`src/tcc_regs.svh`:
```
// Register map, field positions, reset values and prescaler counts of the
// 16-bit timer with capture. Included by the timer package and top module.
// Operation
// - Filter needs four equal capture samples
// - Edge select bit chooses capture edge
// - Capture copies counter, sets capture flag
// - Capture-register TOP modes disable capture
// - Codes 0-5 stop or prescale clock
// - Codes 6/7 count external falling/rising
// - External pin counts even when output
// - Shared high-byte latch gives atomic counter
// - Counter write blocks next compare match
// - Compare registers continuously match counter
// - Compare high byte staged until low
// - Capture low read latches high byte
// - Comparator may replace capture pin
// - Capture irq needs mask5, global, flag
// - Compare A irq needs mask4, global, flag
// - Compare B irq needs mask3, global, flag
// - Overflow irq needs mask2, global, flag
// - Four mode bits pick sequence, TOP
// - Capture flag cleared by vector or one
`ifndef TCC_REGS_SVH
`define TCC_REGS_SVH

`define TCC_OFS_CTRLA 6'h00
`define TCC_OFS_CTRLB 6'h04
`define TCC_OFS_CNTL 6'h08
`define TCC_OFS_CNTH 6'h0C
`define TCC_OFS_CMPAL 6'h10
`define TCC_OFS_CMPAH 6'h14
`define TCC_OFS_CMPBL 6'h18
`define TCC_OFS_CMPBH 6'h1C
`define TCC_OFS_CAPL 6'h20
`define TCC_OFS_CAPH 6'h24
`define TCC_OFS_MASK 6'h28
`define TCC_OFS_FLAGS 6'h2C

`define TCC_B_FILTER 7
`define TCC_B_EDGE 6
`define TCC_B_RSVD 5
`define TCC_B_CAPSRC 2
`define TCC_B_CAP 5
`define TCC_B_CMPA 4
`define TCC_B_CMPB 3
`define TCC_B_OVF 2

`define TCC_CTRLB_WMASK 8'hDF
`define TCC_CTRLA_WMASK 8'h07
`define TCC_FLAG_MASK 8'h3C
`define TCC_RST_BYTE 8'h00
`define TCC_RST_WORD 16'h0000
`define TCC_FILTER_LEN 4

`define TCC_PRE_W 10
`define TCC_PRE_8 10'h007
`define TCC_PRE_64 10'h03F
`define TCC_PRE_256 10'h0FF
`define TCC_PRE_1024 10'h3FF

`define TCC_TOP_8 16'h00FF
`define TCC_TOP_9 16'h01FF
`define TCC_TOP_10 16'h03FF
`define TCC_TOP_MAX 16'hFFFF

`endif

```
`src/tcc_pkg.sv`:
```
// Types of the 16-bit timer with capture: the whole register state.
// Assumes tcc_regs.svh is on the include path.
`include "tcc_regs.svh"
package tcc_pkg;

   typedef struct packed {
      logic [7:0] ctrlA;
      logic [7:0] ctrlB;
      logic [7:0] mask;
      logic [7:0] flags;
      logic [15:0] cnt;
      logic [15:0] cmpA;
      logic [15:0] cmpB;
      logic [15:0] cap;
      logic [7:0] temp;
      logic [`TCC_PRE_W-1:0] pre;
      logic countDown;
      logic blockCmp;
      logic capS1;
      logic capS2;
      logic [`TCC_FILTER_LEN-1:0] filtHist;
      logic capFilt;
      logic capPrev;
      logic extS1;
      logic extS2;
      logic extPrev;
      logic wrPend;
      logic [5:0] wrAddr;
      logic [31:0] rdata;
   } tcc_state_t;

endpackage : tcc_pkg

```
`src/tcc_timer16.sv`:
```
// 16-bit timer/counter with input capture, two compares, AHB-Lite slave.
// Assumes single-word AHB-Lite transfers, inputs synchronous to mclk except
// the two pins, which are synchronised here.
//
// Design decisions made here: the register addresses and the AHB-Lite interface to the registers.
`timescale 1ns/1ps
`include "tcc_regs.svh"
module tcc_timer16 (
   input wire logic mclk,
   input wire logic rst_b,
   input wire logic ce,
   input wire logic hsel,
   input wire logic [31:0] haddr,
   input wire logic [1:0] htrans,
   input wire logic hwrite,
   input wire logic [2:0] hsize,
   input wire logic hready,
   input wire logic [31:0] hwdata,
   output logic [31:0] hrdata,
   output logic hreadyout,
   output logic hresp,
   input wire logic captureInputPin,
   input wire logic comparatorOut,
   input wire logic externalCountPin,
   input wire logic globalIrqEnable,
   input wire logic [3:0] irqVectorAck,
   output logic captureIrq,
   output logic compareAIrq,
   output logic compareBIrq,
   output logic overflowIrq,
   output logic compareAMatch,
   output logic compareBMatch
);

   tcc_pkg::tcc_state_t st_r;
   tcc_pkg::tcc_state_t st_nxt;

   // TOP value of each waveform mode
   function automatic logic [15:0] topOf(input logic [3:0] m, input logic [15:0] a, input logic [15:0] c);
      case (m)
         4'h1, 4'h5: topOf = `TCC_TOP_8;
         4'h2, 4'h6: topOf = `TCC_TOP_9;
         4'h3, 4'h7: topOf = `TCC_TOP_10;
         4'h4, 4'h9, 4'hB, 4'hF: topOf = a;
         4'h8, 4'hA, 4'hC, 4'hE: topOf = c;
         default: topOf = `TCC_TOP_MAX;
      endcase
   endfunction : topOf

   function automatic logic isDual(input logic [3:0] m);
      isDual = (m inside {4'h1, 4'h2, 4'h3, 4'h8, 4'h9, 4'hA, 4'hB});
   endfunction : isDual

   function automatic logic isFast(input logic [3:0] m);
      isFast = (m inside {4'h5, 4'h6, 4'h7, 4'hE, 4'hF});
   endfunction : isFast

   logic [3:0] mode;
   logic [15:0] top;
   logic capTopMode;
   logic tick;
   logic capTrig;
   logic capSrc;
   logic extRise;
   logic extFall;
   logic addrPhase;
   logic [5:0] rdAddr;
   logic [7:0] wb;
   logic [7:0] setFlags;
   logic [7:0] clrFlags;
   logic cntWrite;

   assign hreadyout = 1'b1;
   assign hresp = 1'b0;
   assign hrdata = st_r.rdata;

   assign mode = {st_r.ctrlB[4:3], st_r.ctrlA[1:0]};
   assign top = topOf(mode, st_r.cmpA, st_r.cap);
   assign capTopMode = (mode == 4'h8) || (mode == 4'hA) || (mode == 4'hC) || (mode == 4'hE);

   assign extRise = st_r.extS2 & ~st_r.extPrev;
   assign extFall = ~st_r.extS2 & st_r.extPrev;

   always_comb begin
      case (st_r.ctrlB[2:0])
         3'h1: tick = 1'b1;
         // Low prescaler bits all ones mark one tick per divided period
         3'h2: tick = ((st_r.pre & `TCC_PRE_8) == `TCC_PRE_8);
         3'h3: tick = ((st_r.pre & `TCC_PRE_64) == `TCC_PRE_64);
         3'h4: tick = ((st_r.pre & `TCC_PRE_256) == `TCC_PRE_256);
         3'h5: tick = (st_r.pre == `TCC_PRE_1024);
         3'h6: tick = extFall;
         3'h7: tick = extRise;
         default: tick = 1'b0;
      endcase
   end

   // comparator may stand in for the pin
   assign capSrc = st_r.ctrlA[`TCC_B_CAPSRC] ? comparatorOut : st_r.capS2;
   // no capture while capture register is TOP
   assign capTrig = !capTopMode && (st_r.ctrlB[`TCC_B_EDGE] ? (st_r.capFilt & ~st_r.capPrev)
                                                              : (~st_r.capFilt & st_r.capPrev));

   assign addrPhase = hsel && hready && htrans[1];
   // Byte lanes ignored: every register sits in its own word
   assign rdAddr = {haddr[5:2], 2'b00};
   assign wb = hwdata[7:0];
   assign cntWrite = st_r.wrPend && (st_r.wrAddr == `TCC_OFS_CNTL);

   assign captureIrq = st_r.mask[`TCC_B_CAP] & globalIrqEnable & st_r.flags[`TCC_B_CAP];
   assign compareAIrq = st_r.mask[`TCC_B_CMPA] & globalIrqEnable & st_r.flags[`TCC_B_CMPA];
   assign compareBIrq = st_r.mask[`TCC_B_CMPB] & globalIrqEnable & st_r.flags[`TCC_B_CMPB];
   assign overflowIrq = st_r.mask[`TCC_B_OVF] & globalIrqEnable & st_r.flags[`TCC_B_OVF];

   assign compareAMatch = (st_r.cnt == st_r.cmpA);
   assign compareBMatch = (st_r.cnt == st_r.cmpB);

   always_comb begin
      st_nxt = st_r;
      setFlags = 8'h00;
      clrFlags = 8'h00;

      st_nxt.pre = st_r.pre + `TCC_PRE_W'(1);
      st_nxt.capS1 = captureInputPin;
      st_nxt.capS2 = st_r.capS1;
      st_nxt.extS1 = externalCountPin;
      st_nxt.extS2 = st_r.extS1;
      st_nxt.extPrev = st_r.extS2;

      // filter waits for four equal samples
      st_nxt.filtHist = {st_r.filtHist[`TCC_FILTER_LEN-2:0], capSrc};
      if (!st_r.ctrlB[`TCC_B_FILTER]) begin
         st_nxt.capFilt = capSrc;
      end else if (st_r.filtHist == {`TCC_FILTER_LEN{1'b1}}) begin
         st_nxt.capFilt = 1'b1;
      end else if (st_r.filtHist == {`TCC_FILTER_LEN{1'b0}}) begin
         st_nxt.capFilt = 1'b0;
      end
      st_nxt.capPrev = st_r.capFilt;

      // capture copies counter and flags it
      if (capTrig) begin
         st_nxt.cap = st_r.cnt;
         setFlags[`TCC_B_CAP] = 1'b1;
      end

      if (tick) begin
         st_nxt.blockCmp = 1'b0;
         // first tick after counter write has no match
         if (!st_r.blockCmp) begin
            setFlags[`TCC_B_CMPA] = compareAMatch;
            setFlags[`TCC_B_CMPB] = compareBMatch;
         end
         if (capTopMode && st_r.cnt == top) begin
            setFlags[`TCC_B_CAP] = 1'b1;
         end
         if (isDual(mode)) begin
            if (!st_r.countDown) begin
               if (st_r.cnt >= top) begin
                  st_nxt.countDown = 1'b1;
                  st_nxt.cnt = st_r.cnt - 16'h0001;
               end else begin
                  st_nxt.cnt = st_r.cnt + 16'h0001;
               end
            end else if (st_r.cnt == 16'h0000) begin
               st_nxt.countDown = 1'b0;
               st_nxt.cnt = 16'h0001;
               setFlags[`TCC_B_OVF] = 1'b1;
            end else begin
               st_nxt.cnt = st_r.cnt - 16'h0001;
            end
         end else begin
            st_nxt.countDown = 1'b0;
            st_nxt.cnt = (st_r.cnt == top) ? 16'h0000 : st_r.cnt + 16'h0001;
            if (isFast(mode) ? st_r.cnt == top : st_r.cnt == `TCC_TOP_MAX) begin
               setFlags[`TCC_B_OVF] = 1'b1;
            end
         end
      end

      clrFlags[5:2] = irqVectorAck;

      // Data phase of a write
      st_nxt.wrPend = 1'b0;
      if (st_r.wrPend) begin
         if (st_r.wrAddr == `TCC_OFS_CTRLA) begin
            st_nxt.ctrlA = wb & `TCC_CTRLA_WMASK;
         end else if (st_r.wrAddr == `TCC_OFS_CTRLB) begin
            st_nxt.ctrlB = wb & `TCC_CTRLB_WMASK;
         end else if (st_r.wrAddr == `TCC_OFS_CNTH || st_r.wrAddr == `TCC_OFS_CMPAH
                      || st_r.wrAddr == `TCC_OFS_CMPBH || st_r.wrAddr == `TCC_OFS_CAPH) begin
            // high byte staged in shared latch
            st_nxt.temp = wb;
         end else if (cntWrite) begin
            st_nxt.cnt = {st_r.temp, wb};
            st_nxt.blockCmp = 1'b1;
         end else if (st_r.wrAddr == `TCC_OFS_CMPAL) begin
            st_nxt.cmpA = {st_r.temp, wb};
         end else if (st_r.wrAddr == `TCC_OFS_CMPBL) begin
            st_nxt.cmpB = {st_r.temp, wb};
         end else if (st_r.wrAddr == `TCC_OFS_CAPL) begin
            st_nxt.cap = {st_r.temp, wb};
         end else if (st_r.wrAddr == `TCC_OFS_MASK) begin
            st_nxt.mask = wb;
         end else if (st_r.wrAddr == `TCC_OFS_FLAGS) begin
            clrFlags = clrFlags | (wb & `TCC_FLAG_MASK);
         end
      end

      // Set beats clear in the same cycle
      st_nxt.flags = ((st_r.flags & ~clrFlags) | setFlags) & `TCC_FLAG_MASK;

      // Address phase: read data and read side effects
      if (addrPhase) begin
         st_nxt.wrPend = hwrite;
         st_nxt.wrAddr = rdAddr;
         st_nxt.rdata = 32'h0000_0000;
         if (!hwrite) begin
            if (rdAddr == `TCC_OFS_CTRLA) begin
               st_nxt.rdata[7:0] = st_r.ctrlA;
            end else if (rdAddr == `TCC_OFS_CTRLB) begin
               st_nxt.rdata[7:0] = st_r.ctrlB;
            end else if (rdAddr == `TCC_OFS_CNTL) begin
               st_nxt.rdata[7:0] = st_r.cnt[7:0];
               st_nxt.temp = st_r.cnt[15:8];
            end else if (rdAddr == `TCC_OFS_CAPL) begin
               st_nxt.rdata[7:0] = st_r.cap[7:0];
               st_nxt.temp = st_r.cap[15:8];
            end else if (rdAddr == `TCC_OFS_CNTH || rdAddr == `TCC_OFS_CAPH) begin
               st_nxt.rdata[7:0] = st_r.temp;
            end else if (rdAddr == `TCC_OFS_CMPAL) begin
               st_nxt.rdata[7:0] = st_r.cmpA[7:0];
            end else if (rdAddr == `TCC_OFS_CMPAH) begin
               st_nxt.rdata[7:0] = st_r.cmpA[15:8];
            end else if (rdAddr == `TCC_OFS_CMPBL) begin
               st_nxt.rdata[7:0] = st_r.cmpB[7:0];
            end else if (rdAddr == `TCC_OFS_CMPBH) begin
               st_nxt.rdata[7:0] = st_r.cmpB[15:8];
            end else if (rdAddr == `TCC_OFS_MASK) begin
               st_nxt.rdata[7:0] = st_r.mask;
            end else if (rdAddr == `TCC_OFS_FLAGS) begin
               st_nxt.rdata[7:0] = st_r.flags;
            end
         end
      end
   end

   always_ff @(posedge mclk or negedge rst_b) begin
      if (!rst_b) begin
         st_r <= '0;
      end else if (ce) begin
         st_r <= st_nxt;
      end
   end

endmodule : tcc_timer16

```
`config.mk`:
```
export PLATFORM = sky130hd
export DESIGN_NAME = tcc_timer16
export DESIGN_NICKNAME = d
export VERILOG_FILES = /design/src/tcc_pkg.sv /design/src/tcc_timer16.sv
export VERILOG_INCLUDE_DIRS = /design/src /design/src/src
export SDC_FILE = /design/constraint.sdc
export NUM_CORES = 1
export LEC_CHECK = 0
export BUFFER_PORTS_ARGS = -buffer_cell sky130_fd_sc_hd__clkbuf_2
export CAP_MARGIN = 10
export CORE_MARGIN = 4
export CORE_UTILIZATION = 55
export DETAILED_ROUTE_END_ITERATION = 10
export PLACE_DENSITY = 0.88
export SKIP_LAST_GASP = 1
export SYNTH_ARGS = -nofsm -noshare
export SYNTH_HDL_FRONTEND = slang
export SYNTH_SLANG_ARGS = --single-unit
```
`constraint.sdc`:
```
create_clock -name mclk -period 4.1 [get_ports mclk]
set_clock_uncertainty 0.15 [all_clocks]
set_input_delay 0.41 -clock mclk [delete_from_list [all_inputs] [get_ports mclk]]
set_output_delay 0.41 -clock mclk [all_outputs]
set_load 0.01 [all_outputs]
```
==> metrics.csv <==
stage,metric,value,unit
worst_setup_path,crit_type,flop to flop,
floorplan,die_area,18100,um^2
cells_and_area,final_common_cell,dfrtp_1,
run_status,status,"complete, no violations",
cts,cts_root_buf,clkbuf_16,
place,dp_hpwl,19900,um
worst_setup_path,cp_max_fo,10,
cts,post_cts_buffers,0,
worst_setup_path,ff2ff_path_depth,14,
worst_setup_path,critical-path-slowest-cell,dfrtp_1,
floorplan,core_area,15400,um^2
yosys,synth_cells,998,
yosys,synth-edff-count,0,
yosys,syn_avg_cell_area,8.81,um^2
timing,fmaxAchievable,0.261,GHz
floorplan,start_util,57.0,%
place,place_congestion,0.985,
timing,finalSetupTns,0,ns
flow_run,max_cap_violations,0,
yosys,ys_types,82,
worst_setup_path,arrival,4.03,ns
yosys,ys.flop_type,dfrtp_1,
cells_and_area,multi_input_area,5070,um^2
cells_and_area,nets,1127,
power,leakagePower,4.12,nW
yosys,async_flop_share,100,%
drt,wl_per_cell,23.4,um
hold_path,hp-class,input pin to flop,
power,vdd_ir_drop_max,0.383,mV
cells_and_area,diodes,0,
floorplan,die_y,134,um
grt,grt_pass1_vias,8102,
worst_setup_path,worst-path-stages,14,
cells_and_area,fin_area,9730,um^2
cells_and_area,fillers,1256,
power,p_seq_share,37.4,%
grt,grt_max_degree,107,
worst_setup_path,cp-end-kind,flop,
cts,clk_pin_slew,0.07,ns
grt,grtUsageTotal,32.8,%
hold_path,hold_depth,2,
cts,clock_sinks,130,
drt,vias,8483,
worst_setup_path,worst-path-buf-inv,1,
grt,overflow,0,
yosys,ys_ff_latch,130,
grt,grt_pass1_wl,45700,um
worst_setup_path,max_stage_delay,0.60,ns
cts,numCtsBuffers,17,
timing,hold_viol,0,
cts,insertion_delay,0.43,ns
cells_and_area,area.sequential,3250,um^2
grt,antenna_found_initial,0,
timing,drv_slew,0,
worst_setup_path,start_kind,flop,
power,power_frac_clock,27.0,%
power,power_density,558,nW/um^2
worst_setup_path,path_cells,nor2_1 > nand2_1 > o21ai_1 > buf_4 > a22o_1 > nor2_1 > ha_1 > a21o_1 > a211oi_1 > o32a_1 > a31oi_2 > nor4_1 > nor3_1 > o22ai_1,
place,place.port_buffers,40,
cts,clockBufferDepth,2,
floorplan,rows,45,
worst_setup_path,required,4.30,ns
yosys,yosysSeqAreaShare,37.0,%
cells_and_area,final_layout_size_suffix_gt1_share,19.0,%
floorplan,ioPinCount,123,
drt,firstDrtPassIters,8,
timing,relSlewSlack,22.1,%
drt,wirelength,29200,um
floorplan,die-width,134,um
drt,drt_iter0_drc,1389,
cells_and_area,syn2layout_area_growth,10.7,%
cts,cts_htree_levels,4,
yosys,synth_area,8790,um^2
power,internal-power,3.17,mW
power,power_frac_comb,35.5,%
cells_and_area,mostFrequentLayoutCells,"129 x dfrtp_1, 106 x nor2_1, 85 x a21oi_1, 66 x nand2_1, 58 x mux2_2",
power,power.switching,2.26,mW
timing,rsz0062_at_grt,false,
yosys,yosys_warnings,0,
place,postPlaceCellArea,9140,um^2
timing,worstMarginPinSlew,1.16,ns
drt,ant_nets,0,
drt,drcViolationCount,0,
timing,fin_crit,3.83,ns
cts,cts_tree,done,
worst_setup_path,cp_top_family,compound AO/OA/AOI/OAI gates,
timing,setup_viol,0,
timing,min_period_over_period,93.4,%
drt,viasPerCell,6.80,
worst_setup_path,crit_top_cell,nor2_1,
power,switching_share,41.6,%
==> registers in the layout, summed over array words and instances (netlist names) <==
register,count
mode,4
hrdata,8
st_r,111
st_nxt,7
==> layout make-up <==
type / count / area share [%]
Tap cell: 211 / 2.71
Multi-Input combinational cell: 773 / 52.1
Clock buffer: 20 / 4.80
Timing Repair Buffer: 78 / 5.08
Inverter: 23 / 0.887
Sequential cell: 130 / 33.4
Clock inverter: 12 / 1.00
==> through the flow <==
stage	hold WS (ns)	setup WS, ns	utilization (%)	total power, mW	instances
floorplan	-0.0356	0.417	-	3.22	1022
global placement	0.298	0.268	59.2	3.77	1214
detailed placement	0.304	0.170	59.2	3.86	1214
CTS	0.0636	0.147	63.0	5.33	1247
global route	0.0804	0.0724	63.1	5.68	1247
finish	0.0705	0.272	63.1	5.43	1247
==> worst paths after layout <==
kind / startpoint / to / slack (ns)
setup / recovery: mode[0] / st_r[129] / 0.27
hold / removal: captureInputPin / st_nxt[48] / 0.07
setup reg to reg: mode[0] / st_r[129] / 0.27
hold reg to reg: st_r[57] / st_r[57] / 0.32
max in group asynchronous: rst_b / st_r[107] / 2.39
min in group asynchronous: rst_b / st_r[148] / 0.50
==> synthesized netlist by cell type, drive strengths merged (3+ instances only) <==
master,number,area share (%)
o211ai,6,0.57
nand2b,11,0.78
a22oi,5,0.43
dfrtp,130,37
a22o,7,0.70
a221oi,11,1.1
nand2,66,2.8
nor2b,14,1.0
and3,11,0.78
a32o,3,0.34
buf,51,3.8
a41o,3,0.34
o2bb2ai,4,0.40
a21o,7,0.60
xor2,5,0.50
or3,6,0.48
a21oi,87,5.1
o221ai,3,0.30
o21ai,61,3.7
nor3,27,1.7
or4,4,0.43
nor4,10,0.93
and2,6,0.43
inv,22,0.94
a31oi,7,0.57
nand4,22,1.7
mux2i,6,0.68
nand3b,5,0.43
clkbuf,45,1.9
o22ai,40,2.8
nor2,108,4.6
a32oi,6,0.60
mux2,58,7.4
xnor2,44,4.4
nand3,26,1.5
a2111oi,4,0.40
o221a,3,0.38
a211oi,8,0.74
ha,21,3.0
==> power by group through the flow <==
stage | clock network [mW] | registers (mW) | logic [mW]
after floorplan | 0 | 1.81 | 1.41
after global placement | 0 | 2.00 | 1.78
after CTS | 1.47 | 1.99 | 1.86
final | 1.47 | 2.03 | 1.93
after detailed placement | 0 | 2.01 | 1.85
after global routing | 1.53 | 2.05 | 2.10
==> layer usage <==
| metal | share of wire [%] | global-route usage (%) |
|---|---|---|
| met4 | 5.8 | 17.9 |
| met1 | 38 | 43.8 |
| met3 | 12 | 8.89 |
| met5 | 0 | 0 |
| met2 | 44 | 48.4 |
==> what timing repair did <==
action | CTS | global route
hold endpoints to repair | 8 | 0
hold buffers | 1 | 0
setup endpoints to repair | 0 | 11
resized for setup | 0 | 4
==> cell families (layout without fill, tap and decap cells) <==
group	Yosys count	in the layout	synth area share, %
simple gates	324	324	18.5
flops	130	130	37.0
mux	64	64	8.11
fa+ha+maj	21	21	2.99
other cells	2	26	0.0854
buf+inv	119	133	6.66
xor+xnor	49	49	4.88
compound gates	289	289	21.7
No activity file was read; power rests on OpenSTA's default activity.
